`config.mk`:
```
export PLATFORM = sky130hd
export DESIGN_NAME = boost_voltage_loop_config
export DESIGN_NICKNAME = d
export VERILOG_FILES = /design/src/hw/boost_cfg_pkg.sv /design/src/hw/jump_detect.sv /design/src/hw/boost_voltage_loop_config.sv
export SDC_FILE = /design/constraint.sdc
export NUM_CORES = 1
export LEC_CHECK = 0
export ABC_AREA = 0
export BUFFER_PORTS_ARGS = -buffer_cell sky130_fd_sc_hd__buf_2
export CAP_MARGIN = 15
export CELL_PAD_IN_SITES_DETAIL_PLACEMENT = 0
export CELL_PAD_IN_SITES_GLOBAL_PLACEMENT = 2
export CORE_MARGIN = 2
export CORE_UTILIZATION = 35
export DETAILED_ROUTE_END_ITERATION = 16
export PLACE_DENSITY_LB_ADDON = 0.1
export SLEW_MARGIN = 5
export SYNTH_ARGS = -nofsm -noshare
export SYNTH_HDL_FRONTEND = slang
export SYNTH_SLANG_ARGS = --single-unit
export TNS_END_PERCENT = 30
```
`constraint.sdc`:
```
create_clock -name clock -period 9.4 [get_ports clock]
set_input_delay 1.88 -clock clock [delete_from_list [all_inputs] [get_ports clock]]
set_output_delay 1.88 -clock clock [all_outputs]
set_load 0.02 [all_outputs]
```
`src/hw/boost_cfg_pkg.sv`:
```
// Notes on behaviour
// - driver bits 7:6 set gate drive current, 00 weakest to 11 strongest.
// - adaptive bit 5 clear holds the target at the initial voltage code.
// - adaptive on starts at initial code, then tracks the highest string.
// - adaptive mode is forced off when every LED output is in cluster mode.
// - jump bit 4 clear allows only normal steps; set allows a jump command.
// - jump once brightness rise exceeds 10/30/50/70 percent, bits 3:2.
// - a jump raises the target by 8, 16, 32 or 64 steps from bits 1:0.
// - initial code is linear, 16 V at zero, 0.5 V per step, 47.5 V at top.
// - loop bits 7:6 set light-load threshold, lowest 00 to highest 11.
// - bits 5:4 select jitter filter: bypass, 300 kHz, 60 kHz, 30 kHz.
// - bits 3:2 set the integral gain, factors 1 to 4.
// - bits 1:0 set the proportional gain, factors 1 to 4.
package boost_cfg_pkg;

    // ==========================================================
    // register map
    localparam logic [7:0] ADDR_DRIVER_JUMP = 8'h72;
    localparam logic [7:0] ADDR_START_VOLT  = 8'h73;
    localparam logic [7:0] ADDR_LOOP_COMP   = 8'h74;
    localparam logic [7:0] ADDR_TARGET_STAT = 8'h76;
    localparam logic [7:0] ADDR_CTRL_STAT   = 8'h77;

    localparam logic [7:0] RST_DRIVER_JUMP = 8'h00;
    localparam logic [7:0] RST_START_VOLT  = 8'h00;
    localparam logic [7:0] RST_LOOP_COMP   = 8'h00;
    localparam logic [7:0] START_VOLT_MASK = 8'h3F;

    // ==========================================================
    // field positions
    localparam int DRV_MSB  = 7;
    localparam int DRV_LSB  = 6;
    localparam int ADAP_BIT = 5;
    localparam int JUMP_BIT = 4;
    localparam int THR_MSB  = 3;
    localparam int THR_LSB  = 2;
    localparam int STEP_MSB = 1;
    localparam int STEP_LSB = 0;
    localparam int LLC_MSB  = 7;
    localparam int LLC_LSB  = 6;
    localparam int JIT_MSB  = 5;
    localparam int JIT_LSB  = 4;

    // ==========================================================
    // target scale
    localparam int          TGT_W       = 8;
    localparam logic [7:0]  TGT_MAX     = 8'hFF;
    localparam logic [7:0]  STEP_ONE    = 8'h01;
    localparam int          BRIGHT_W    = 16;
    localparam logic [15:0] BRIGHT_FULL = 16'hFFFF;
    localparam int          PCT_FULL    = 100;
    localparam int          NUM_STRINGS = 4;

    typedef struct packed {
        logic [1:0] driverStrength;
        logic       adaptiveVoltageEnable;
        logic       jumpEnable;
        logic [1:0] leapBrightnessThreshold;
        logic [1:0] jumpStepSize;
    } driver_jump_t;

    typedef struct packed {
        logic [1:0] lightLoadThreshold;
        logic [1:0] jitterFilter;
        logic [1:0] integralGain;
        logic [1:0] propGain;
    } loop_comp_t;

    typedef enum logic [2:0] {
        ST_FIXED = 3'h1,
        ST_START = 3'h2,
        ST_TRACK = 3'h4
    } mode_t;

    // jump step count: 8 << code
    function automatic logic [7:0] jumpSteps(input logic [1:0] code);
        case (code)
            2'h0:    jumpSteps = 8'h08;
            2'h1:    jumpSteps = 8'h10;
            2'h2:    jumpSteps = 8'h20;
            default: jumpSteps = 8'h40;
        endcase
    endfunction

    // brightness threshold in percent
    function automatic logic [6:0] jumpPercent(input logic [1:0] code);
        case (code)
            2'h0:    jumpPercent = 7'h0A;
            2'h1:    jumpPercent = 7'h1E;
            2'h2:    jumpPercent = 7'h32;
            default: jumpPercent = 7'h46;
        endcase
    endfunction

endpackage

```
`src/hw/jump_detect.sv`:
```
module jump_detect (
    input  wire logic                                  clock,
    input  wire logic                                  rst_n,
    input  wire logic [boost_cfg_pkg::BRIGHT_W-1:0]    brightness,
    input  wire logic [1:0]                            thresholdCode,
    input  wire logic                                  enable,
    output logic                                       jumpPulse
);
    // ==========================================================
    // brightness rise detector
    logic [boost_cfg_pkg::BRIGHT_W-1:0] lastBright_q;
    logic [23:0]                        riseScaled;
    logic [23:0]                        limitScaled;

    // compare rise*100 against threshold% of full scale, no divider
    always_comb begin
        riseScaled  = 24'h000000;
        limitScaled = 24'(boost_cfg_pkg::jumpPercent(thresholdCode))
                    * 24'(boost_cfg_pkg::BRIGHT_FULL);
        if (brightness > lastBright_q) begin
            riseScaled = 24'(brightness - lastBright_q)
                       * 24'(boost_cfg_pkg::PCT_FULL);
        end
    end

    // reference follows brightness after a jump, on a fall or when disabled,
    // so slow ramps accumulate until they cross the threshold
    always_ff @(posedge clock or negedge rst_n) begin
        if (!rst_n) begin
            lastBright_q <= 16'h0000;
            jumpPulse    <= 1'b0;
        end else begin
            jumpPulse <= 1'b0;
            if (!enable || brightness < lastBright_q) begin
                lastBright_q <= brightness;
            end else if (riseScaled > limitScaled) begin
                jumpPulse    <= 1'b1;
                lastBright_q <= brightness;
            end
        end
    end
endmodule

```
`src/hw/boost_voltage_loop_config.sv`:
```
module boost_voltage_loop_config (
    input  wire logic                                clock,
    input  wire logic                                rst_n,
    // classic wishbone slave
    input  wire logic                                wb_cyc_i,
    input  wire logic                                wb_stb_i,
    input  wire logic                                wb_we_i,
    input  wire logic [7:0]                          wb_adr_i,
    input  wire logic [3:0]                          wb_sel_i,
    input  wire logic [31:0]                         wb_dat_i,
    output logic [31:0]                              wb_dat_o,
    output logic                                     wb_ack_o,
    output logic                                     wb_err_o,
    // status from the LED channels and dimming path
    input  wire logic [boost_cfg_pkg::NUM_STRINGS-1:0] clusterMode,
    input  wire logic [boost_cfg_pkg::BRIGHT_W-1:0]  brightness,
    input  wire logic                                headroomLow,
    input  wire logic                                headroomHigh,
    input  wire logic                                stepTick,
    // settings to the power stage
    output logic [1:0]                               gateDriveStrength,
    output logic [boost_cfg_pkg::TGT_W-1:0]          boostTarget,
    output logic                                     adaptiveActive,
    output logic                                     jumpIssued,
    output logic [1:0]                               lightLoadThreshold,
    output logic [1:0]                               jitterFilter,
    output logic [2:0]                               integralGain,
    output logic [2:0]                               propGain
);
    // ==========================================================
    // pin synchronisers
    logic [boost_cfg_pkg::NUM_STRINGS-1:0] clusterMeta_q;
    logic [boost_cfg_pkg::NUM_STRINGS-1:0] clusterSync_q;
    logic [2:0]                            flagMeta_q;
    logic [2:0]                            flagSync_q;
    logic [boost_cfg_pkg::BRIGHT_W-1:0]    brightMeta_q;
    logic [boost_cfg_pkg::BRIGHT_W-1:0]    brightSync_q;

    always_ff @(posedge clock or negedge rst_n) begin
        if (!rst_n) begin
            clusterMeta_q <= '0;
            clusterSync_q <= '0;
            flagMeta_q    <= 3'h0;
            flagSync_q    <= 3'h0;
            brightMeta_q  <= 16'h0000;
            brightSync_q  <= 16'h0000;
        end else begin
            clusterMeta_q <= clusterMode;
            clusterSync_q <= clusterMeta_q;
            flagMeta_q    <= {stepTick, headroomHigh, headroomLow};
            flagSync_q    <= flagMeta_q;
            // brightness assumed quasi-static vs 50 ns clock
            brightMeta_q  <= brightness;
            brightSync_q  <= brightMeta_q;
        end
    end

    logic tickPrev_q;
    logic tickPulse;
    always_ff @(posedge clock or negedge rst_n) begin
        if (!rst_n) begin
            tickPrev_q <= 1'b0;
        end else begin
            tickPrev_q <= flagSync_q[2];
        end
    end
    assign tickPulse = flagSync_q[2] & ~tickPrev_q;

    // ==========================================================
    // register file
    boost_cfg_pkg::driver_jump_t driverJump_q;
    boost_cfg_pkg::loop_comp_t   loopComp_q;
    logic [5:0]                  startVolt_q;
    boost_cfg_pkg::mode_t        mode_q;
    logic                        jumpSeen_q;
    logic                        busReq;
    logic                        wrLane0;
    logic                        validAddr;

    assign busReq  = wb_cyc_i & wb_stb_i & ~wb_ack_o & ~wb_err_o;
    // write lands on the edge where the master samples ack
    assign wrLane0 = wb_cyc_i & wb_stb_i & wb_ack_o & wb_we_i & wb_sel_i[0];

    function automatic logic addrHit(input logic [7:0] a);
        addrHit = (a == boost_cfg_pkg::ADDR_DRIVER_JUMP)
               || (a == boost_cfg_pkg::ADDR_START_VOLT)
               || (a == boost_cfg_pkg::ADDR_LOOP_COMP)
               || (a == boost_cfg_pkg::ADDR_TARGET_STAT)
               || (a == boost_cfg_pkg::ADDR_CTRL_STAT);
    endfunction
    assign validAddr = addrHit(wb_adr_i);

    always_ff @(posedge clock or negedge rst_n) begin
        if (!rst_n) begin
            driverJump_q <= boost_cfg_pkg::RST_DRIVER_JUMP;
            loopComp_q   <= boost_cfg_pkg::RST_LOOP_COMP;
            startVolt_q  <= boost_cfg_pkg::RST_START_VOLT[5:0];
        end else if (wrLane0) begin
            case (wb_adr_i)
                boost_cfg_pkg::ADDR_DRIVER_JUMP: begin
                    driverJump_q <= wb_dat_i[7:0];
                end
                boost_cfg_pkg::ADDR_START_VOLT: begin
                    startVolt_q <= wb_dat_i[5:0];
                end
                boost_cfg_pkg::ADDR_LOOP_COMP: begin
                    loopComp_q <= wb_dat_i[7:0];
                end
                default: begin
                end
            endcase
        end
    end

    // ==========================================================
    // bus answer, registered one cycle after the request
    logic [7:0] readByte;
    always_comb begin
        case (wb_adr_i)
            boost_cfg_pkg::ADDR_DRIVER_JUMP: readByte = driverJump_q;
            boost_cfg_pkg::ADDR_START_VOLT:
                readByte = {2'h0, startVolt_q}
                         & boost_cfg_pkg::START_VOLT_MASK;
            boost_cfg_pkg::ADDR_LOOP_COMP:   readByte = loopComp_q;
            boost_cfg_pkg::ADDR_TARGET_STAT: readByte = boostTarget;
            boost_cfg_pkg::ADDR_CTRL_STAT:
                readByte = {5'h00, jumpSeen_q,
                            mode_q == boost_cfg_pkg::ST_TRACK,
                            adaptiveActive};
            default:                         readByte = 8'h00;
        endcase
    end

    always_ff @(posedge clock or negedge rst_n) begin
        if (!rst_n) begin
            wb_ack_o <= 1'b0;
            wb_err_o <= 1'b0;
            wb_dat_o <= 32'h00000000;
        end else begin
            wb_ack_o <= busReq & validAddr;
            wb_err_o <= busReq & ~validAddr;
            wb_dat_o <= busReq ? {24'h000000, readByte} : 32'h00000000;
        end
    end

    // ==========================================================
    // adaptive mode control
    logic adaptAllowed;
    logic jumpPulse;

    // all strings clustered disables adaptation whatever bit 5 says
    assign adaptAllowed = driverJump_q.adaptiveVoltageEnable
                        & ~(&clusterSync_q);

    jump_detect jumpDet (
        .clock         (clock),
        .rst_n         (rst_n),
        .brightness    (brightSync_q),
        .thresholdCode (driverJump_q.leapBrightnessThreshold),
        .enable        (adaptAllowed & driverJump_q.jumpEnable),
        .jumpPulse     (jumpPulse)
    );

    always_ff @(posedge clock or negedge rst_n) begin
        if (!rst_n) begin
            mode_q <= boost_cfg_pkg::ST_FIXED;
        end else begin
            case (mode_q)
                boost_cfg_pkg::ST_FIXED: begin
                    if (adaptAllowed) begin
                        mode_q <= boost_cfg_pkg::ST_START;
                    end
                end
                boost_cfg_pkg::ST_START: begin
                    if (!adaptAllowed) begin
                        mode_q <= boost_cfg_pkg::ST_FIXED;
                    end else begin
                        mode_q <= boost_cfg_pkg::ST_TRACK;
                    end
                end
                boost_cfg_pkg::ST_TRACK: begin
                    if (!adaptAllowed) begin
                        mode_q <= boost_cfg_pkg::ST_FIXED;
                    end
                end
                default: mode_q <= boost_cfg_pkg::ST_FIXED;
            endcase
        end
    end

    // ==========================================================
    // voltage target, 16 V + 0.5 V per code
    logic [8:0] raised;
    logic [7:0] stepUp;
    logic [7:0] startCode;

    assign startCode = {2'h0, startVolt_q};
    assign stepUp    = jumpPulse
                     ? boost_cfg_pkg::jumpSteps(driverJump_q.jumpStepSize)
                     : boost_cfg_pkg::STEP_ONE;
    assign raised    = {1'b0, boostTarget} + {1'b0, stepUp};

    always_ff @(posedge clock or negedge rst_n) begin
        if (!rst_n) begin
            boostTarget <= 8'h00;
        end else if (mode_q != boost_cfg_pkg::ST_TRACK) begin
            boostTarget <= startCode;
        end else if (jumpPulse) begin
            // saturate at top of scale
            boostTarget <= raised[8] ? boost_cfg_pkg::TGT_MAX
                                     : raised[7:0];
        end else if (tickPulse && flagSync_q[0]) begin
            // headroom short on weakest string: one normal step up
            boostTarget <= raised[8] ? boost_cfg_pkg::TGT_MAX
                                     : raised[7:0];
        end else if (tickPulse && flagSync_q[1]
                     && boostTarget > startCode) begin
            boostTarget <= boostTarget - boost_cfg_pkg::STEP_ONE;
        end
    end

    // ==========================================================
    // static settings to the analogue stage, plus adaptive and jump status flags
    always_ff @(posedge clock or negedge rst_n) begin
        if (!rst_n) begin
            gateDriveStrength  <= 2'h0;
            lightLoadThreshold <= 2'h0;
            jitterFilter       <= 2'h0;
            integralGain       <= 3'h1;
            propGain           <= 3'h1;
            adaptiveActive     <= 1'b0;
            jumpIssued         <= 1'b0;
            jumpSeen_q         <= 1'b0;
        end else begin
            gateDriveStrength  <= driverJump_q.driverStrength;
            lightLoadThreshold <= loopComp_q.lightLoadThreshold;
            jitterFilter       <= loopComp_q.jitterFilter;
            // gain factor is code plus one
            integralGain <= {1'b0, loopComp_q.integralGain} + 3'h1;
            propGain     <= {1'b0, loopComp_q.propGain} + 3'h1;
            adaptiveActive     <= adaptAllowed;
            jumpIssued         <= jumpPulse
                                & (mode_q == boost_cfg_pkg::ST_TRACK);
            if (jumpPulse && mode_q == boost_cfg_pkg::ST_TRACK) begin
                jumpSeen_q <= 1'b1;
            end else if (wrLane0
                         && wb_adr_i == boost_cfg_pkg::ADDR_CTRL_STAT
                         && wb_dat_i[2]) begin
                jumpSeen_q <= 1'b0;
            end
        end
    end
endmodule

```
## Yosys cells after proc, flatten, opt, wreduce, memory -nomap -nowiden

Index checks and enable logic that the tools add are counted.

- Flip-flop bits (word level): 122
- Input bits: 72

- Add/subtract/negate cells: 5
- $mul: 2
- Order comparisons: 4
- Equal/unequal tests: 15
- Muxes and demuxes: 21
- Bitwise gates (word level): 17
- Reductions and logical operators: 22

Operators by type and width:

| cell | count |
|---|---|
| 8-bit two-way mux | 7 |
| 7-bit one-hot mux with 3 select lines | 2 |
| 8-bit by 7-bit == test with 1-bit output, second input constant | 5 |
| 8-bit one-hot mux with 5 select lines | 1 |
| 16-bit two-way mux | 2 |
| 24-bit by 23-bit > comparator with 1-bit output | 1 |
| 24-bit by 5-bit multiplier with 22-bit output, second input constant | 1 |
| 24-bit two-way mux | 1 |
| 7-bit by 16-bit multiplier with 23-bit output, second input constant | 1 |
| 16-bit by 16-bit subtractor with 17-bit output | 1 |
| 16-bit > comparator | 1 |
| 16-bit less-than comparator | 1 |
| 1-bit bitwise AND | 12 |
| 8-bit by 8-bit adder with 9-bit output | 1 |
| 3-bit two-way mux | 3 |
| 3-bit one-hot mux with 3 select lines | 1 |
| 8-bit by 6-bit > comparator with 1-bit output | 1 |
| 2-bit AND reduction | 4 |
| 8-bit by 1-bit subtractor with 8-bit output, second input constant | 1 |
| 2-bit by 1-bit adder with 3-bit output, second input constant | 2 |
| 1-bit logical AND | 6 |
| 1-bit logical OR | 5 |
| 1-bit NOT | 5 |
| 2-bit by 1-bit == test with 1-bit output, second input constant | 2 |
| other kinds (12) | 19 |

## Longest topological paths before layout

- Depth in word-level cells: 8
- Gate-level depth with buffers: 33
- Mapped depth without buffers: 32

## Hierarchy

A second synthesis with hierarchy kept.

- Cell total of the unflattened synthesis: 875
- Area, all modules: 8668.3 um2

By module, submodules not included:

| module | instances | cells an instance | area each (um2) | sequential area each (um2) |
|---|---|---|---|---|
| jump_detect | 1 | 527 | 4336.7 | 425.4 |
| boost_voltage_loop_config | 1 | 348 | 4331.7 | 2631.3 |

## Worst setup path after synthesis

No wires, ideal clock.

- Path kind: reg2reg
- From: reg brightSync_q[5] (netlist name)
- To: reg jumpDet.lastBright_q[10] (netlist name)
- Setup time: 0.125 ns
- Arrival time: 6.812 ns
- Path slack: 2.463 ns
- Cell stages (with the launch flop): 30
- Path buffers: 1
- Path through: dfrtp_1 ha_1 a211oi_2 o21ai_1 o21ai_0 nand2b_1 a21oi_1 o21ai_0 o311ai_0 ha_1 ha_1 inv_1 fa_1 inv_1 ha_1 nand3_1 nor3_1 o311a_1 a2111o_1 xnor2_1 nor2_1 ha_1 a21o_1 a21oi_1 nand3b_1 nand3b_1 o2bb2ai_1 a211oi_4 buf_12 mux2_4

- Word-level cells in the longest chain between the ends: 5
- Elaborated cells between the ends (all ways): 9
- Classes of those cells: 1 x add/sub; 1 x mul; 3 x order compare; 2 x mux; 2 x reduce/logical

Ends and longest elaborated chain:

| element | RTL line | text |
|---|---|---|
| start, declared | boost_voltage_loop_config.sv:37 | `logic [boost_cfg_pkg::BRIGHT_W-1:0] brightSync_q;` |
| start signal, assigned | boost_voltage_loop_config.sv:54 | `brightSync_q <= brightMeta_q;` |
| 16-bit by 16-bit subtractor with 17-bit output | jump_detect.sv:21 | `riseScaled = 24'(brightness - lastBright_q)` |
| 24-bit by 5-bit multiplier with 22-bit output | jump_detect.sv:22 | `* 24'(boost_cfg_pkg::PCT_FULL);` |
| 24-bit two-way mux | jump_detect.sv:20 | `if (brightness > lastBright_q) begin` |
| 24-bit by 23-bit > comparator with 1-bit output | jump_detect.sv:36 | `end else if (riseScaled > limitScaled) begin` |
| 2-bit nonzero test (no line) | - |  |
| end signal, assigned | jump_detect.sv:35 | `lastBright_q <= brightness;` |
| end signal, assigned | jump_detect.sv:38 | `lastBright_q <= brightness;` |
| end, declared | jump_detect.sv:11 | `logic [boost_cfg_pkg::BRIGHT_W-1:0] lastBright_q;` |

Parallel ways exist; a longest one is shown, timed or not.
A chain may end at the register's enable or synchronous reset.

## Final worst setup path

- From: reg brightSync_q[5] (netlist name)
- To: reg jumpDet.lastBright_q[2] (netlist name)

Same word-level chain as after synthesis.

==> results by group <==
Timing
  • Final Setup Violations: 0
  • Setup WS post-layout: 1350 ps
  • Final Slew Violations: 0
  • Minimum clock period: 8050 ps
  • Setup_tns: 0 ps
  • Final period utilization: between 80 and 90%
  • Final hold vios: 0
  • RSZ-0062 raised after global routing: no
  • Worst Max-Slew Pin Slew: 1020 ps
  • FMAX: approximately 120 MHz
  • Clock Skew: ~10 ps
  • Max_slew headroom: 30.9%

Setup path
  • Crit Path Category: register to register
  • R2r startpoint: brightSync_q[5]
  • Worst Path Required: 9680 ps
  • Worst path max stage delay: 960 ps
  • Most used cell along the critical path: ha_1
  • Reg2Reg Depth: 29
  • Worst setup EP type: register
  • Critical path arrival: 8330 ps
  • CP delay by family, top: compound AO/OA/AOI/OAI gates
  • Worst Path Buf+Inv: 3
  • CP startpoint: brightSync_q[5]
  • Maximum fanout along the worst path: 16
  • Slowest-stage cell, CP: o311ai_0
  • WP depth: 29
  • Crit start category: register

Synthesis
  • Most area-hungry cell type in the Yosys netlist: dfrtp_1
  • Primary FF master, synth: dfrtp_1
  • Simple-Gate Fraction of Synth Area: 10.5%
  • Synth top area share: 34.5%
  • Syn_area_per_cell: about 10 sq um
  • Synth Area in XOR/XNOR: 4.88%
  • FFs w/ async S/R, synth: 100%
  • Seq cells post-synth: 122
  • Synth Cell Area: 0.00862 sq mm
  • Synth Area in Adders: 21.1%
  • Post-synth EDFFs: 0
  • Compound-Gate Fraction of Synth Area: 13.9%
  • YS warnings: 0
  • Combinational family with the most area after synthesis: adder cells
  • Sequential fraction of the synthesis area: a little over a third
  • Area contributors post-synth: dfrtp_1 (35%), ha_1 (17%), inv_1 (4.8%)
  • Mux share of post-synthesis cell area: 6.37%
  • Cells after Synth: 860
  • Synth cell types: 73

Power and ir drop
  • Cell area power density: 244 mW/mm^2
  • Static Leak: 5.00 nW
  • Overall power: 2.42 mW
  • Switch Pwr: 0.941 mW
  • Logic pwr share: 49.0%
  • Seq pwr share: 22.6%
  • Clk network pwr share: between 20% and 30%
  • Switch share: 38.9%
  • Worst vdd ir: 0.166 mV
  • Internal: 1.48 mW

Detailed routing
  • Post-route ant nets: 0
  • DR WL met2: roughly 9.6 mm
  • Total number of vias: 6267
  • Top Layer Used: met4
  • First DRT Iteration DRCs: 208
  • DRT Wirelength: 19.8 mm
  • Vias/cell: between 4 and 5
  • Avg WL per Cell: approximately 15 microns
  • Drt first pass iters: 5
  • Drc violations: 0
  • WL met1: between 9 and 10 mm
  • Met3 WL: around 440 microns

Finish
  • Layout Nets: 1151
  • ANT cells: 0
  • Fin util: 40.9%
  • Commonest non-fill, non-tap cell in the layout: dfrtp_1
  • Area growth syn-to-layout: 15.0%
  • Most frequent cells in the layout: dfrtp_1 (119), ha_1 (118), inv_1 (111)
  • Fill cells: 2452
  • Final cell count without fillers: ~1300
  • Layout cells sized above 1: 17.6%

Floorplanning
  • Die H: around 160 microns
  • Ports: 128
  • Core box area: 0.0242 sq mm
  • Initial Utilization: 35.5%
  • Site row count: 57
  • Die width: approximately 160 microns
  • Total Die Area: 0.0259 sq mm

Clock tree
  • H-Tree Level Count: 4
  • Post_cts resized: 0
  • Postcts setup bufs: 0
  • Root Driver: clkbuf_16
  • CTS Buf Count: 17
  • Clk buf depth: 2
  • CTS tree: done
  • Clock transition at path regs: 60 ps
  • Worst skew pair latency: 400 ps
  • CTS Hold Bufs: 0
  • Clock Sinks: ~120

Placed design
  • Post-DP HPWL: approximately 16 mm
  • Final GP Congestion: 0.812
  • IO buf count: 76
  • # placed instances: 1248
  • DP Worst Slack: 1260 ps

Worst hold path
  • Hold Crit Start: brightMeta_q[11]
  • Min-delay worst type: register to register
  • Cell depth of the worst hold path: 0

Run
  • MaxCap Viol Count: 0

GRT
  • Vias in the first global route: 6465
  • Total GRT Usage: between 15 and 20%
  • Largest net degree at the start of global routing: slightly above 70
  • Initial antenna violation count: 0
  • Global-route wire length before repair: approximately 33 mm
  • GRT overflow: 0

Status
  • Outcome: complete, no violations
Yosys cell counts (all sizes together), types with 3 or more instances:
cell type  instances
clkbuf            13
a31oi              3
and4               3
nand3              9
o21bai             6
nand4             10
nor2b              9
nand3b             4
inv              111
and3               4
a22oi              9
mux2              44
dfstp              3
a211oi            10
and2               8
nand2             32
buf               26
nor2              56
dfrtp            119
nor3              21
a222oi             4
o221ai             5
fa                17
a21oi             54
o21ai             36
o211ai             4
o21a              10
xnor2             33
a41oi              3
xor2              15
nor3b              4
nand2b             9
a21o              14
ha               118
cell type report:
| type | instances | area [sq um] | area share [%] |
|---|---|---|---|
| inverter | 111 | 417 | 4.21 |
| tap | 324 | 405 | 4.09 |
| timing repair buffer | 81 | 420 | 4.24 |
| sequential | 122 | 3060 | 30.8 |
| clock inverter | 13 | 191 | 1.93 |
| clock buffer | 18 | 439 | 4.43 |
| multi-input combinational | 611 | 4980 | 50.2 |
power by group through the flow:
| stage | logic, mW | registers, mW | clock network, mW |
|---|---|---|---|
| after floorplan | 0.916 | 0.553 | 0 |
| final | 1.19 | 0.546 | 0.686 |
| after detailed placement | 1.19 | 0.556 | 0 |
| after CTS | 1.20 | 0.546 | 0.704 |
| after global placement | 1.19 | 0.555 | 0 |
| after global routing | 1.36 | 0.548 | 0.727 |
per-layer routing:
metal | vias up | track usage [%]
li1 | 3106 | -
met1 | 3040 | 21.2
met2 | 106 | 26.9
met3 | 15 | 1.65
met4 | 0 | 4.67
met5 | - | 0
metrics by stage:
step                      hold WS [ps]  cell area [sq um]
after floorplan                    331               8710
after global placement             335               9270
after detailed placement           335               9270
after CTS                          343               9900
after global routing               348               9910
final                              346               9910
flip-flops by register name, indices dropped and copies added (netlist names), 6 cells and up:
signal and flops:
loopComp_q 8, boostTarget 8, wb_dat_o 8, brightSync_q 16
driverJump_q 8, startVolt_q 6, jumpDet.lastBright_q 16, brightMeta_q 16
final timing paths:
check                      slack [ps]                       to
max                              1350  jumpDet.lastBright_q[2]
min in group asynchronous        1600         clusterMeta_q[2]
max in group asynchronous        6610           startVolt_q[2]
min                               350         brightSync_q[11]
min reg2reg                       350         brightSync_q[11]
max reg2reg                      1350  jumpDet.lastBright_q[2]
kinds of logic (layout without fill, tap and decap cells):
logic type,count (synthesis),in the layout
buffers and inverters,150,223
AO/OA/AOI/OAI,178,178
AND/OR/NAND/NOR,180,180
multiplexers,46,46
other,1,24
flip-flops,122,122
XOR/XNOR,48,48
adder cells (fa/ha/maj),135,135
Power figures use the tool's default switching activity.
